**src/hw/tcp_pkg.sv**
```systemverilog
package tcp_pkg;

  // Data width of the counter and compare registers
  localparam int CW = 16;
  localparam int SW = 4;

  // Register map, word offsets on the register port
  localparam logic [2:0] A_CTRL = 3'h0;
  localparam logic [2:0] A_FORCE = 3'h1;
  localparam logic [2:0] A_COUNT = 3'h2;
  localparam logic [2:0] A_CMPA = 3'h3;
  localparam logic [2:0] A_CMPB = 3'h4;
  localparam logic [2:0] A_CAPT = 3'h5;
  localparam logic [2:0] A_STAT = 3'h6;
  localparam logic [2:0] A_MASK = 3'h7;

  // Control register fields
  localparam int C_MODE = 0;
  localparam int C_RUN = 4;
  localparam int C_ACTA = 8;
  localparam int C_ACTB = 10;

  // Force register fields
  localparam int F_A = 0;
  localparam int F_B = 1;

  // Status and mask fields
  localparam int S_OVF = 0;
  localparam int S_CMPA = 1;
  localparam int S_CMPB = 2;
  localparam int S_CAP = 3;

  // Waveform mode select values
  localparam logic [3:0] M_NORMAL = 4'h0;
  localparam logic [3:0] M_CLRMATCH = 4'h4;
  localparam logic [3:0] M_PFC_CAP = 4'h8;
  localparam logic [3:0] M_PFC_CMPA = 4'h9;

  // Compare output action
  localparam logic [1:0] ACT_OFF = 2'h0;
  localparam logic [1:0] ACT_TOG = 2'h1;
  localparam logic [1:0] ACT_CLR = 2'h2;
  localparam logic [1:0] ACT_SET = 2'h3;

  // Reset values and counter limits
  localparam logic [CW-1:0] R_REG = 16'h0000;
  localparam logic [SW-1:0] R_FLAGS = 4'h0;
  localparam logic [CW-1:0] BOTTOM = 16'h0000;
  localparam logic [CW-1:0] MAXV = 16'hFFFF;
  localparam logic [CW-1:0] ONE = 16'h0001;

  // Count direction, Gray coded
  typedef enum logic [1:0] {
    ST_UP = 2'b00,
    ST_DOWN = 2'b01
  } tcp_dir_t;

endpackage

```
**src/hw/tcp_cmp_if.sv**
```systemverilog
`timescale 1ns/1ns
interface tcp_cmp_if;
  logic clk;
  logic rst_n;
  logic [15:0] cnt;
  logic tick;
  logic blk;
  logic pwm;
  logic load;
  logic up;
  modport ctl(output clk, rst_n, cnt, tick, blk, pwm, load, up);
  modport unit(input clk, rst_n, cnt, tick, blk, pwm, load, up);
endinterface

```
**src/hw/tcp_cmp_unit.sv**
```systemverilog
`timescale 1ns/1ns
module tcp_cmp_unit
  import tcp_pkg::*;
(
  // Shared counter view
  tcp_cmp_if.unit bus,
  // Software side
  input wire logic wr,
  input wire logic [CW-1:0] wdata,
  input wire logic [1:0] act,
  input wire logic frc,
  // Results
  output logic [CW-1:0] value,
  output logic [CW-1:0] active,
  output logic match,
  output logic pin
);

logic next_pin;

////////////////////////////////////////////////////////////////////////////////
// [RQ14] Equality only, so a value above TOP never matches while the count is at or below TOP
assign match = bus.tick & ~bus.blk & (bus.cnt == active);

always_comb begin
  next_pin = pin;
  if (bus.pwm) begin
    if (match) begin
      case (act)
        ACT_CLR: next_pin = ~bus.up;
        ACT_SET: next_pin = bus.up;
        ACT_TOG: next_pin = ~pin;
        default: next_pin = pin;
      endcase
    end
  // [RQ5] Forced match acts on the pin
  end else if (match | frc) begin
    case (act)
      ACT_CLR: next_pin = 1'b0;
      ACT_SET: next_pin = 1'b1;
      ACT_TOG: next_pin = ~pin;
      default: next_pin = pin;
    endcase
  end
end

////////////////////////////////////////////////////////////////////////////////
// [RQ1] Software always lands in the buffer
always_ff @(posedge bus.clk or negedge bus.rst_n) begin
  if (!bus.rst_n) begin
    value <= R_REG;
    active <= R_REG;
    pin <= 1'b0;
  end else begin
    pin <= next_pin;
    if (wr) begin
      value <= wdata;
    end
    // [RQ3] Direct path outside PWM
    if (wr & ~bus.pwm) begin
      active <= wdata;
    // [RQ2] Buffer copied only at BOTTOM
    end else if (bus.load) begin
      active <= value;
    end
  end
end

////////////////////////////////////////////////////////////////////////////////
chk_direct_write: assert property (@(posedge bus.clk) disable iff (!bus.rst_n) // [RQ3]
  (wr && !bus.pwm) |=> (active == $past(wdata)))
  else $error("direct compare write lost");

chk_buffer_hold: assert property (@(posedge bus.clk) disable iff (!bus.rst_n) // [RQ1]
  (wr && bus.pwm && !bus.load) |=> (active == $past(active)))
  else $error("active compare changed by buffered write");

chk_update_bottom: assert property (@(posedge bus.clk) disable iff (!bus.rst_n) // [RQ2]
  ($past(bus.pwm) && $changed(active)) |-> $past(bus.load))
  else $error("active compare changed away from BOTTOM");

chk_force_set: assert property (@(posedge bus.clk) disable iff (!bus.rst_n) // [RQ4]
  (frc && !bus.pwm && act == ACT_SET) |=> pin)
  else $error("forced set did not raise pin");

endmodule

```
**src/hw/tcp_timer.sv**
```systemverilog
`timescale 1ns/1ns
// What this block does
// [RQ1] In PWM modes software reaches a buffer, not the active compare value.
// [RQ2] Buffered compare values move to active only at BOTTOM.
// [RQ3] In normal and clear-on-match modes compare writes act directly.
// [RQ4] Force bit fakes a compare match, non-PWM modes only.
// [RQ5] Forced match drives pin by output action, no flag, no counter reload.
// [RQ6] Counter write suppresses all compare matches in the next timer tick.
// [RQ7] Dual-slope resolution is log2(TOP+1), at most 16 bits.
// [RQ8] Dual-slope counts up to TOP then turns; TOP from mode 8 or 9.
// [RQ9] Counter holds TOP for exactly one tick before counting down.
// [RQ10] Each counter-compare equality sets that compare flag.
// [RQ11] Overflow flag rises in the same tick as the BOTTOM buffer load.
// [RQ12] Register defining TOP gets its flag set when TOP is reached.
// [RQ13] Software keeps TOP at or above every compare value in use.
// [RQ14] A compare value above TOP never matches.
// [RQ15] With capture register as TOP, compare A still drives its pin.
// [RQ16] After TOP, count down one per tick to BOTTOM, then up again.
module tcp_timer
  import tcp_pkg::*;
(
  // Clock, reset, enable
  input wire logic mclk,
  input wire logic reset_n,
  input wire logic clk_en,
  // Register port
  input wire logic [2:0] reg_addr,
  input wire logic [CW-1:0] reg_wdata,
  input wire logic reg_wr,
  input wire logic reg_rd,
  output logic [CW-1:0] reg_rdata,
  // Compare pins
  output logic cmp_pin_a,
  output logic cmp_pin_b,
  // Interrupt
  output logic irq
);

////////////////////////////////////////////////////////////////////////////////
function automatic logic hit(input logic [2:0] a, input logic [2:0] off);
  return a == off;
endfunction

function automatic logic [CW-1:0] step(input logic [CW-1:0] v, input logic up);
  return up ? v + ONE : v - ONE;
endfunction

////////////////////////////////////////////////////////////////////////////////
logic [CW-1:0] ctrl;
logic [CW-1:0] cnt;
logic [CW-1:0] next_cnt;
logic [CW-1:0] capt;
logic [SW-1:0] status;
logic [SW-1:0] mask;
logic [SW-1:0] ev;
logic [SW-1:0] clr;
logic blk;
tcp_dir_t dir;
tcp_dir_t next_dir;
logic [CW-1:0] rd_mux;
logic [CW-1:0] cmpa;
logic [CW-1:0] cmpa_act;
logic [CW-1:0] cmpb;
logic [CW-1:0] cmpb_act;
logic match_a;
logic match_b;

wire wr_en = reg_wr & clk_en;
wire wr_ctrl = wr_en & hit(reg_addr, A_CTRL);
wire wr_frc = wr_en & hit(reg_addr, A_FORCE);
wire wr_cnt = wr_en & hit(reg_addr, A_COUNT);
wire wr_cmpa = wr_en & hit(reg_addr, A_CMPA);
wire wr_cmpb = wr_en & hit(reg_addr, A_CMPB);
wire wr_capt = wr_en & hit(reg_addr, A_CAPT);
wire wr_stat = wr_en & hit(reg_addr, A_STAT);
wire wr_mask = wr_en & hit(reg_addr, A_MASK);

wire [3:0] mode = ctrl[C_MODE +: 4];
wire run = ctrl[C_RUN];
wire tick = clk_en & run;
wire pwm = (mode == M_PFC_CAP) | (mode == M_PFC_CMPA);

// [RQ8] TOP source by mode; [RQ15] compare A stays free in mode 8
wire [CW-1:0] top = (mode == M_PFC_CAP) ? capt :
  ((mode == M_PFC_CMPA) | (mode == M_CLRMATCH)) ? cmpa_act : MAXV;
wire at_bottom = (cnt == BOTTOM);
wire at_top = (cnt == top);

// [RQ4] Force honoured only outside PWM
wire frc_a = wr_frc & ~pwm & reg_wdata[F_A];
wire frc_b = wr_frc & ~pwm & reg_wdata[F_B];

////////////////////////////////////////////////////////////////////////////////
// Shared view for both compare channels
tcp_cmp_if cif();

assign cif.clk = mclk;
assign cif.rst_n = reset_n;
assign cif.cnt = cnt;
assign cif.tick = tick;
assign cif.blk = blk;
assign cif.pwm = pwm;
// [RQ2] Buffer load at BOTTOM of the dual slope
assign cif.load = tick & pwm & at_bottom;
assign cif.up = (dir == ST_UP);

tcp_cmp_unit u_cmp_a (
  .bus(cif.unit),
  .wr(wr_cmpa),
  .wdata(reg_wdata),
  .act(ctrl[C_ACTA +: 2]),
  .frc(frc_a),
  .value(cmpa),
  .active(cmpa_act),
  .match(match_a),
  .pin(cmp_pin_a)
);

tcp_cmp_unit u_cmp_b (
  .bus(cif.unit),
  .wr(wr_cmpb),
  .wdata(reg_wdata),
  .act(ctrl[C_ACTB +: 2]),
  .frc(frc_b),
  .value(cmpb),
  .active(cmpb_act),
  .match(match_b),
  .pin(cmp_pin_b)
);

////////////////////////////////////////////////////////////////////////////////
// Counter sequencing; a full-width counter gives 16-bit dual-slope range
always_comb begin
  next_cnt = cnt;
  next_dir = dir;
  if (tick) begin
    if (pwm) begin
      case (dir)
        ST_UP: begin
          // [RQ13] Turning on >= recovers if software drops TOP below count
          if (cnt >= top) begin
            // [RQ9] TOP seen for one tick, then turn
            next_dir = ST_DOWN;
            next_cnt = at_bottom ? BOTTOM : step(cnt, 1'b0);
          end else begin
            // [RQ8] Up slope; [RQ7] log2(TOP+1) bits of range
            next_cnt = step(cnt, 1'b1);
          end
        end
        ST_DOWN: begin
          // [RQ16] Down to BOTTOM, then up again
          if (at_bottom) begin
            next_dir = ST_UP;
            next_cnt = step(cnt, 1'b1);
          end else begin
            next_cnt = step(cnt, 1'b0);
          end
        end
        default: next_dir = ST_UP;
      endcase
    end else begin
      next_dir = ST_UP;
      if ((mode == M_CLRMATCH) & at_top) begin
        next_cnt = BOTTOM;
      end else begin
        next_cnt = step(cnt, 1'b1);
      end
    end
  end
  // Software write wins over counting
  if (wr_cnt) begin
    next_cnt = reg_wdata;
  end
end

always_ff @(posedge mclk or negedge reset_n) begin
  if (!reset_n) begin
    cnt <= R_REG;
    dir <= ST_UP;
  end else begin
    cnt <= next_cnt;
    dir <= next_dir;
  end
end

////////////////////////////////////////////////////////////////////////////////
// Block flag lives until the next timer tick passes
always_ff @(posedge mclk or negedge reset_n) begin
  if (!reset_n) begin
    blk <= 1'b0;
  // [RQ6] Counter write blocks the following tick's matches
  end else if (wr_cnt) begin
    blk <= 1'b1;
  end else if (tick) begin
    blk <= 1'b0;
  end
end

////////////////////////////////////////////////////////////////////////////////
// Events; forced matches never reach the flags
// [RQ11] Overflow at BOTTOM, same tick as the buffer load
assign ev[S_OVF] = tick & (pwm ? at_bottom : (cnt == MAXV));
// [RQ10] Compare equality flags
assign ev[S_CMPA] = match_a;
assign ev[S_CMPB] = match_b;
// [RQ12] Capture flag when it defines TOP and TOP is reached
assign ev[S_CAP] = tick & (mode == M_PFC_CAP) & at_top;
assign clr = wr_stat ? reg_wdata[SW-1:0] : R_FLAGS;

// Set wins over a write-one clear in the same cycle
always_ff @(posedge mclk or negedge reset_n) begin
  if (!reset_n) begin
    status <= R_FLAGS;
  end else begin
    status <= (status & ~clr) | ev;
  end
end

assign irq = |(status & mask);

////////////////////////////////////////////////////////////////////////////////
// Software registers
always_ff @(posedge mclk or negedge reset_n) begin
  if (!reset_n) begin
    ctrl <= R_REG;
    capt <= R_REG;
    mask <= R_FLAGS;
  end else begin
    if (wr_ctrl) begin
      ctrl <= reg_wdata;
    end
    if (wr_capt) begin
      capt <= reg_wdata;
    end
    if (wr_mask) begin
      mask <= reg_wdata[SW-1:0];
    end
  end
end

always_comb begin
  case (reg_addr)
    A_CTRL: rd_mux = ctrl;
    A_COUNT: rd_mux = cnt;
    A_CMPA: rd_mux = cmpa;
    A_CMPB: rd_mux = cmpb;
    A_CAPT: rd_mux = capt;
    A_STAT: rd_mux = {12'h000, status};
    A_MASK: rd_mux = {12'h000, mask};
    default: rd_mux = R_REG;
  endcase
end

// Read data valid only in the cycle after the strobe
always_ff @(posedge mclk or negedge reset_n) begin
  if (!reset_n) begin
    reg_rdata <= R_REG;
  end else if (clk_en) begin
    reg_rdata <= reg_rd ? rd_mux : R_REG;
  end
end

////////////////////////////////////////////////////////////////////////////////
chk_write_block: assert property (@(posedge mclk) disable iff (!reset_n) // [RQ6]
  wr_cnt ##1 tick |-> (!match_a && !match_b))
  else $error("match not blocked after counter write");

chk_top_once: assert property (@(posedge mclk) disable iff (!reset_n) // [RQ9]
  (tick && pwm && dir == ST_UP && at_top && !at_bottom && !wr_cnt)
  |=> (cnt == $past(cnt) - ONE && dir == ST_DOWN))
  else $error("TOP not left after one tick");

chk_up_step: assert property (@(posedge mclk) disable iff (!reset_n) // [RQ8]
  (tick && pwm && dir == ST_UP && cnt < top && !wr_cnt)
  |=> (cnt == $past(cnt) + ONE))
  else $error("up slope step wrong");

chk_down_step: assert property (@(posedge mclk) disable iff (!reset_n) // [RQ16]
  (tick && pwm && dir == ST_DOWN && !at_bottom && !wr_cnt)
  |=> (cnt == $past(cnt) - ONE))
  else $error("down slope step wrong");

chk_ovf_load: assert property (@(posedge mclk) disable iff (!reset_n) // [RQ11]
  cif.load |=> status[S_OVF])
  else $error("overflow flag missing at BOTTOM load");

chk_capture_top: assert property (@(posedge mclk) disable iff (!reset_n) // [RQ12]
  (tick && mode == M_PFC_CAP && at_top) |=> status[S_CAP])
  else $error("capture flag missing at TOP");

chk_force_flagless: assert property (@(posedge mclk) disable iff (!reset_n) // [RQ5]
  (frc_a && !match_a && !status[S_CMPA]) |=> !status[S_CMPA])
  else $error("forced match raised flag");

chk_match_equal: assert property (@(posedge mclk) disable iff (!reset_n) // [RQ14]
  (tick && pwm && cmpb_act > top && cnt <= top) |-> !match_b)
  else $error("compare B matched above TOP");

chk_flag_match: assert property (@(posedge mclk) disable iff (!reset_n) // [RQ10]
  match_a |=> status[S_CMPA])
  else $error("compare A flag not set on match");

endmodule

```
**config.mk**
```make
export PLATFORM = sky130hd
export DESIGN_NAME = tcp_timer
export DESIGN_NICKNAME = d
export VERILOG_FILES = /design/src/hw/tcp_pkg.sv /design/src/hw/tcp_cmp_if.sv /design/src/hw/tcp_cmp_unit.sv /design/src/hw/tcp_timer.sv
export SDC_FILE = /design/constraint.sdc
export NUM_CORES = 1
export LEC_CHECK = 0
export ABC_CLOCK_PERIOD_IN_PS = 4300
export BUFFER_PORTS_ARGS = -buffer_cell sky130_fd_sc_hd__buf_2
export CORE_ASPECT_RATIO = 0.6
export CORE_MARGIN = 4
export CORE_UTILIZATION = 43
export DETAILED_ROUTE_END_ITERATION = 10
export PLACE_DENSITY = 0.56
export SETUP_SLACK_MARGIN = 0.02
export SLEW_MARGIN = 20
export SYNTH_ARGS = -nofsm -noshare
export SYNTH_HDL_FRONTEND = slang
export SYNTH_SLANG_ARGS = --single-unit
```
**constraint.sdc**
```tcl
create_clock -name mclk -period 4.3 [get_ports mclk]
set_input_delay 0.215 -clock mclk [delete_from_list [all_inputs] [get_ports mclk]]
set_output_delay 0.215 -clock mclk [all_outputs]
set_load 0.02 [all_outputs]
```
==> results.ini <==
[status]
status = finished, final reports clean

[route]
vias = 6898
remaining_drc_errors = 0
drtIter0Drc = 612
avgViaCountPerCell = 6.12
routedWlPerCell_um = 23.2
ant_nets = 0
firstDrtPassIters = 5
finalWirelength_um = 26200

[yosys]
synthCells = 849
synth.area.mux_share_pct = 17.1
yosysWarningCount = 0
synthFlopType = dfrtp_1
async_flop_share_pct = 100
yosysSeqAreaShare_pct = 41.9
yosysMostFrequentCell = dfrtp_1
synthesis.nets = 892
synth_common_cells = 140 x dfrtp_1, 78 x a21oi_1, 74 x nor2_1
synth_seq_cells = 140
synth_top_family_by_area = multiplexers
ys_top_cells_by_area = dfrtp_1 42%, mux2_2 9.2%, mux2i_1 7.4%, a21oi_1 4.7%, nor2_1 3.3%
synth_edf_count = 0
synth-simple-area-share_pct = 14.5
synthAdderAreaFrac_pct = 2.84
synth_compound_area_share_pct = 13.6
yosysTopAreaCell = dfrtp_1
synth_cell_types = 64
synthDominantCellAreaShare_pct = 41.9
post_synth_xor_area_fraction_pct = 5.13
syn-mean-instance-area_um2 = 9.84
syn_area_um2 = 8360

[grt]
track_usage_pct = 24.2
grt_pass1_vias = 6746
grt_max_degree = 73
antenna_found_initial = 0
grt_pass1_wl_um = 40400
grt_overflow_total = 0

[place]
place_ws_ps = 371
gp_congestion = 0.921
dpl.hpwl_um = 18400
dp.cells = 1094
placed_area_um2 = 8710
numPortBuffers = 42

[layout]
area_delta_synth_final_pct = 11.5
diodes = 0
stdcell_area_um2 = 9320
drive_above_1_share_pct = 20.9
fillCellCount = 1758
finalNonFillerCells = 1127
nets = 911

[worst_setup_path]
end_kind = flop
slowest_delay_ps = 510
cp-start-kind = flop
crit_type = flop to flop
worst-endpoint-arrival_ps = 4370
timing.rr.end = cif.cnt[8]
timing.rr.start = ctrl[3]
crit_fanout = 16
crit_chain = or3b_2, a21o_1, o22ai_1, ha_1, a21o_1, a221oi_1, o211ai_1, or2_2, a21oi_2, a221oi_1, nor3_1
r2r_slack_ps = 270
path_delay_family = compound AO/OA/AOI/OAI gates
rr_worst_depth = 11
setup.worst_path.start = ctrl[3]
crit_buf_inv = 0
cp_slowest_cell = a21oi_2
worst_ep_required_time_ps = 4640

[floorplan]
start_util_pct = 43.9
die_w_um = 188
rows = 39
io_pins = 43
die_area_um2 = 21800
die_y_um = 116
coreArea_um2 = 19000

[timing]
period_minus_slack_ps = 4030
finalSetupViolCount = 0
worst_pin_slew_ps = 1140
drv_slew = 0
relSlewSlack_pct = 23.7
fin_crit_sh_pct = 93.7
timing.final.ws_setup_ps = 272
finalSetupTns_ps = 0
finalHoldWorstSlack_ps = 117
rsz0062_at_grt = false
fmax_mhz = 248
finalHoldViolations = 0
skew_ps = 9.82

[pwr]
power.leakage_uw = 0.00392
power_per_cell_area_nw_per_um2 = 560
vdd_drop_max_mv = 0.316

[hold_path]
min-delay-start = reg_wdata[14]
holdPathEnd = u_cmp_b.active[14]
hold_class = primary input to flop
holdPathStages = 3

[cts]
clockRootBuffer = clkbuf_16
insertion_delay_ps = 430
cts_buffers = 17
clock_sinks = 140
clockBufferDepth = 2
clkTransAtPathRegs_ps = 60
htreeDepth = 4
cts_tree = yes

[run]
cap_violations = 0

==> tightest hold or removal path: cells and delay by family <==
kind / cells / cell delay [ps]
buf+inv: 1 / 140
simple gates: 1 / 100
compound gates: 1 / 40
==> kinds of logic (layout without fill, tap and decap cells) <==
kind of cell / count (synthesis) / in the layout
AND/OR/NAND/NOR: 245 / 245
AO/OA/AOI/OAI: 179 / 179
flip-flops: 140 / 140
multiplexers: 132 / 132
buffers and inverters: 85 / 117
XOR/XNOR: 49 / 49
adder cells (fa/ha/maj): 19 / 19
==> how the worst max path moves through the flow <==
stage	endpoint	depth (start not counted)
final	cif.cnt[8]	11
after global routing	cif.cnt[8]	12
after CTS	cif.cnt[3]	10
after detailed placement	cif.cnt[13]	10
after global placement	cif.cnt[3]	10
after floorplan	cif.cnt[14]	14
==> registers in the layout, summed over array words and instances, names as in the netlist <==
register / flops
u_cmp_b.value: 16
capt: 16
ctrl: 16
mask: 4
reg_rdata: 16
u_cmp_b.pin: 1
u_cmp_b.active: 16
cif.cnt: 16
status: 4
blk: 1
dir: 1
u_cmp_a.value: 16
u_cmp_a.pin: 1
u_cmp_a.active: 16
==> placed cells by master, fill, tap and decap left out, types with 7 or more instances in the layout <==
master / n
a21oi_1: 78
and3_1: 7
buf_2: 41
buf_4: 20
clkbuf_16: 17
dfrtp_1: 140
ha_1: 19
inv_1: 22
mux2_2: 68
mux2i_1: 62
nand2_1: 53
nand2b_1: 8
nand3_1: 17
nand4_1: 14
nor2_1: 74
nor3_1: 22
nor4_1: 11
o21ai_0: 19
o22a_1: 13
o22ai_1: 31
or2_2: 7
or3_1: 9
xnor2_1: 24
xor2_1: 25
==> through the flow <==
step	total power [uW]	utilization, %
finish	5220	49.0
global route	5510	49.0
detailed placement	3700	45.8
CTS	5220	49.0
global placement	3650	45.8
floorplan	3190	-
==> layer usage <==
metal	vias to the layer above	track usage [%]	part of all wire [%]
met4	0	8.65	2.3
met3	42	5.30	8.0
met2	320	35.6	42
met5	-	0	0
li1	3104	-	-
met1	3432	35.4	47
==> area by class of cell <==
class | instances | area [um^2] | area share, %
Multi-Input combinational cell | 624 | 4460 | 47.8
Sequential cell | 140 | 3500 | 37.6
Clock buffer | 22 | 484 | 5.19
Timing Repair Buffer | 63 | 377 | 4.04
Tap cell | 246 | 308 | 3.30
Clock inverter | 10 | 113 | 1.21
Inverter | 22 | 82.6 | 0.886
==> report_power, final <==
group | internal (uW) | leakage (uW) | switching, uW
Clock | 914 | 0.000292 | 590
Sequential | 1630 | 0.00171 | 498
Combinational | 728 | 0.00193 | 868
Total | 3270 | 0.00392 | 1960
==> timing repair <==
| action | 4_1_cts | 5_1_grt |
|---|---|---|
| setup buffers | 0 | 0 |
| gates resized for setup | 0 | 0 |
| endpoints found under the hold margin | 70 | 0 |
| hold buffers | 1 | 0 |
| setup endpoints to repair | 0 | 0 |
Power figures use the tool's default switching activity.
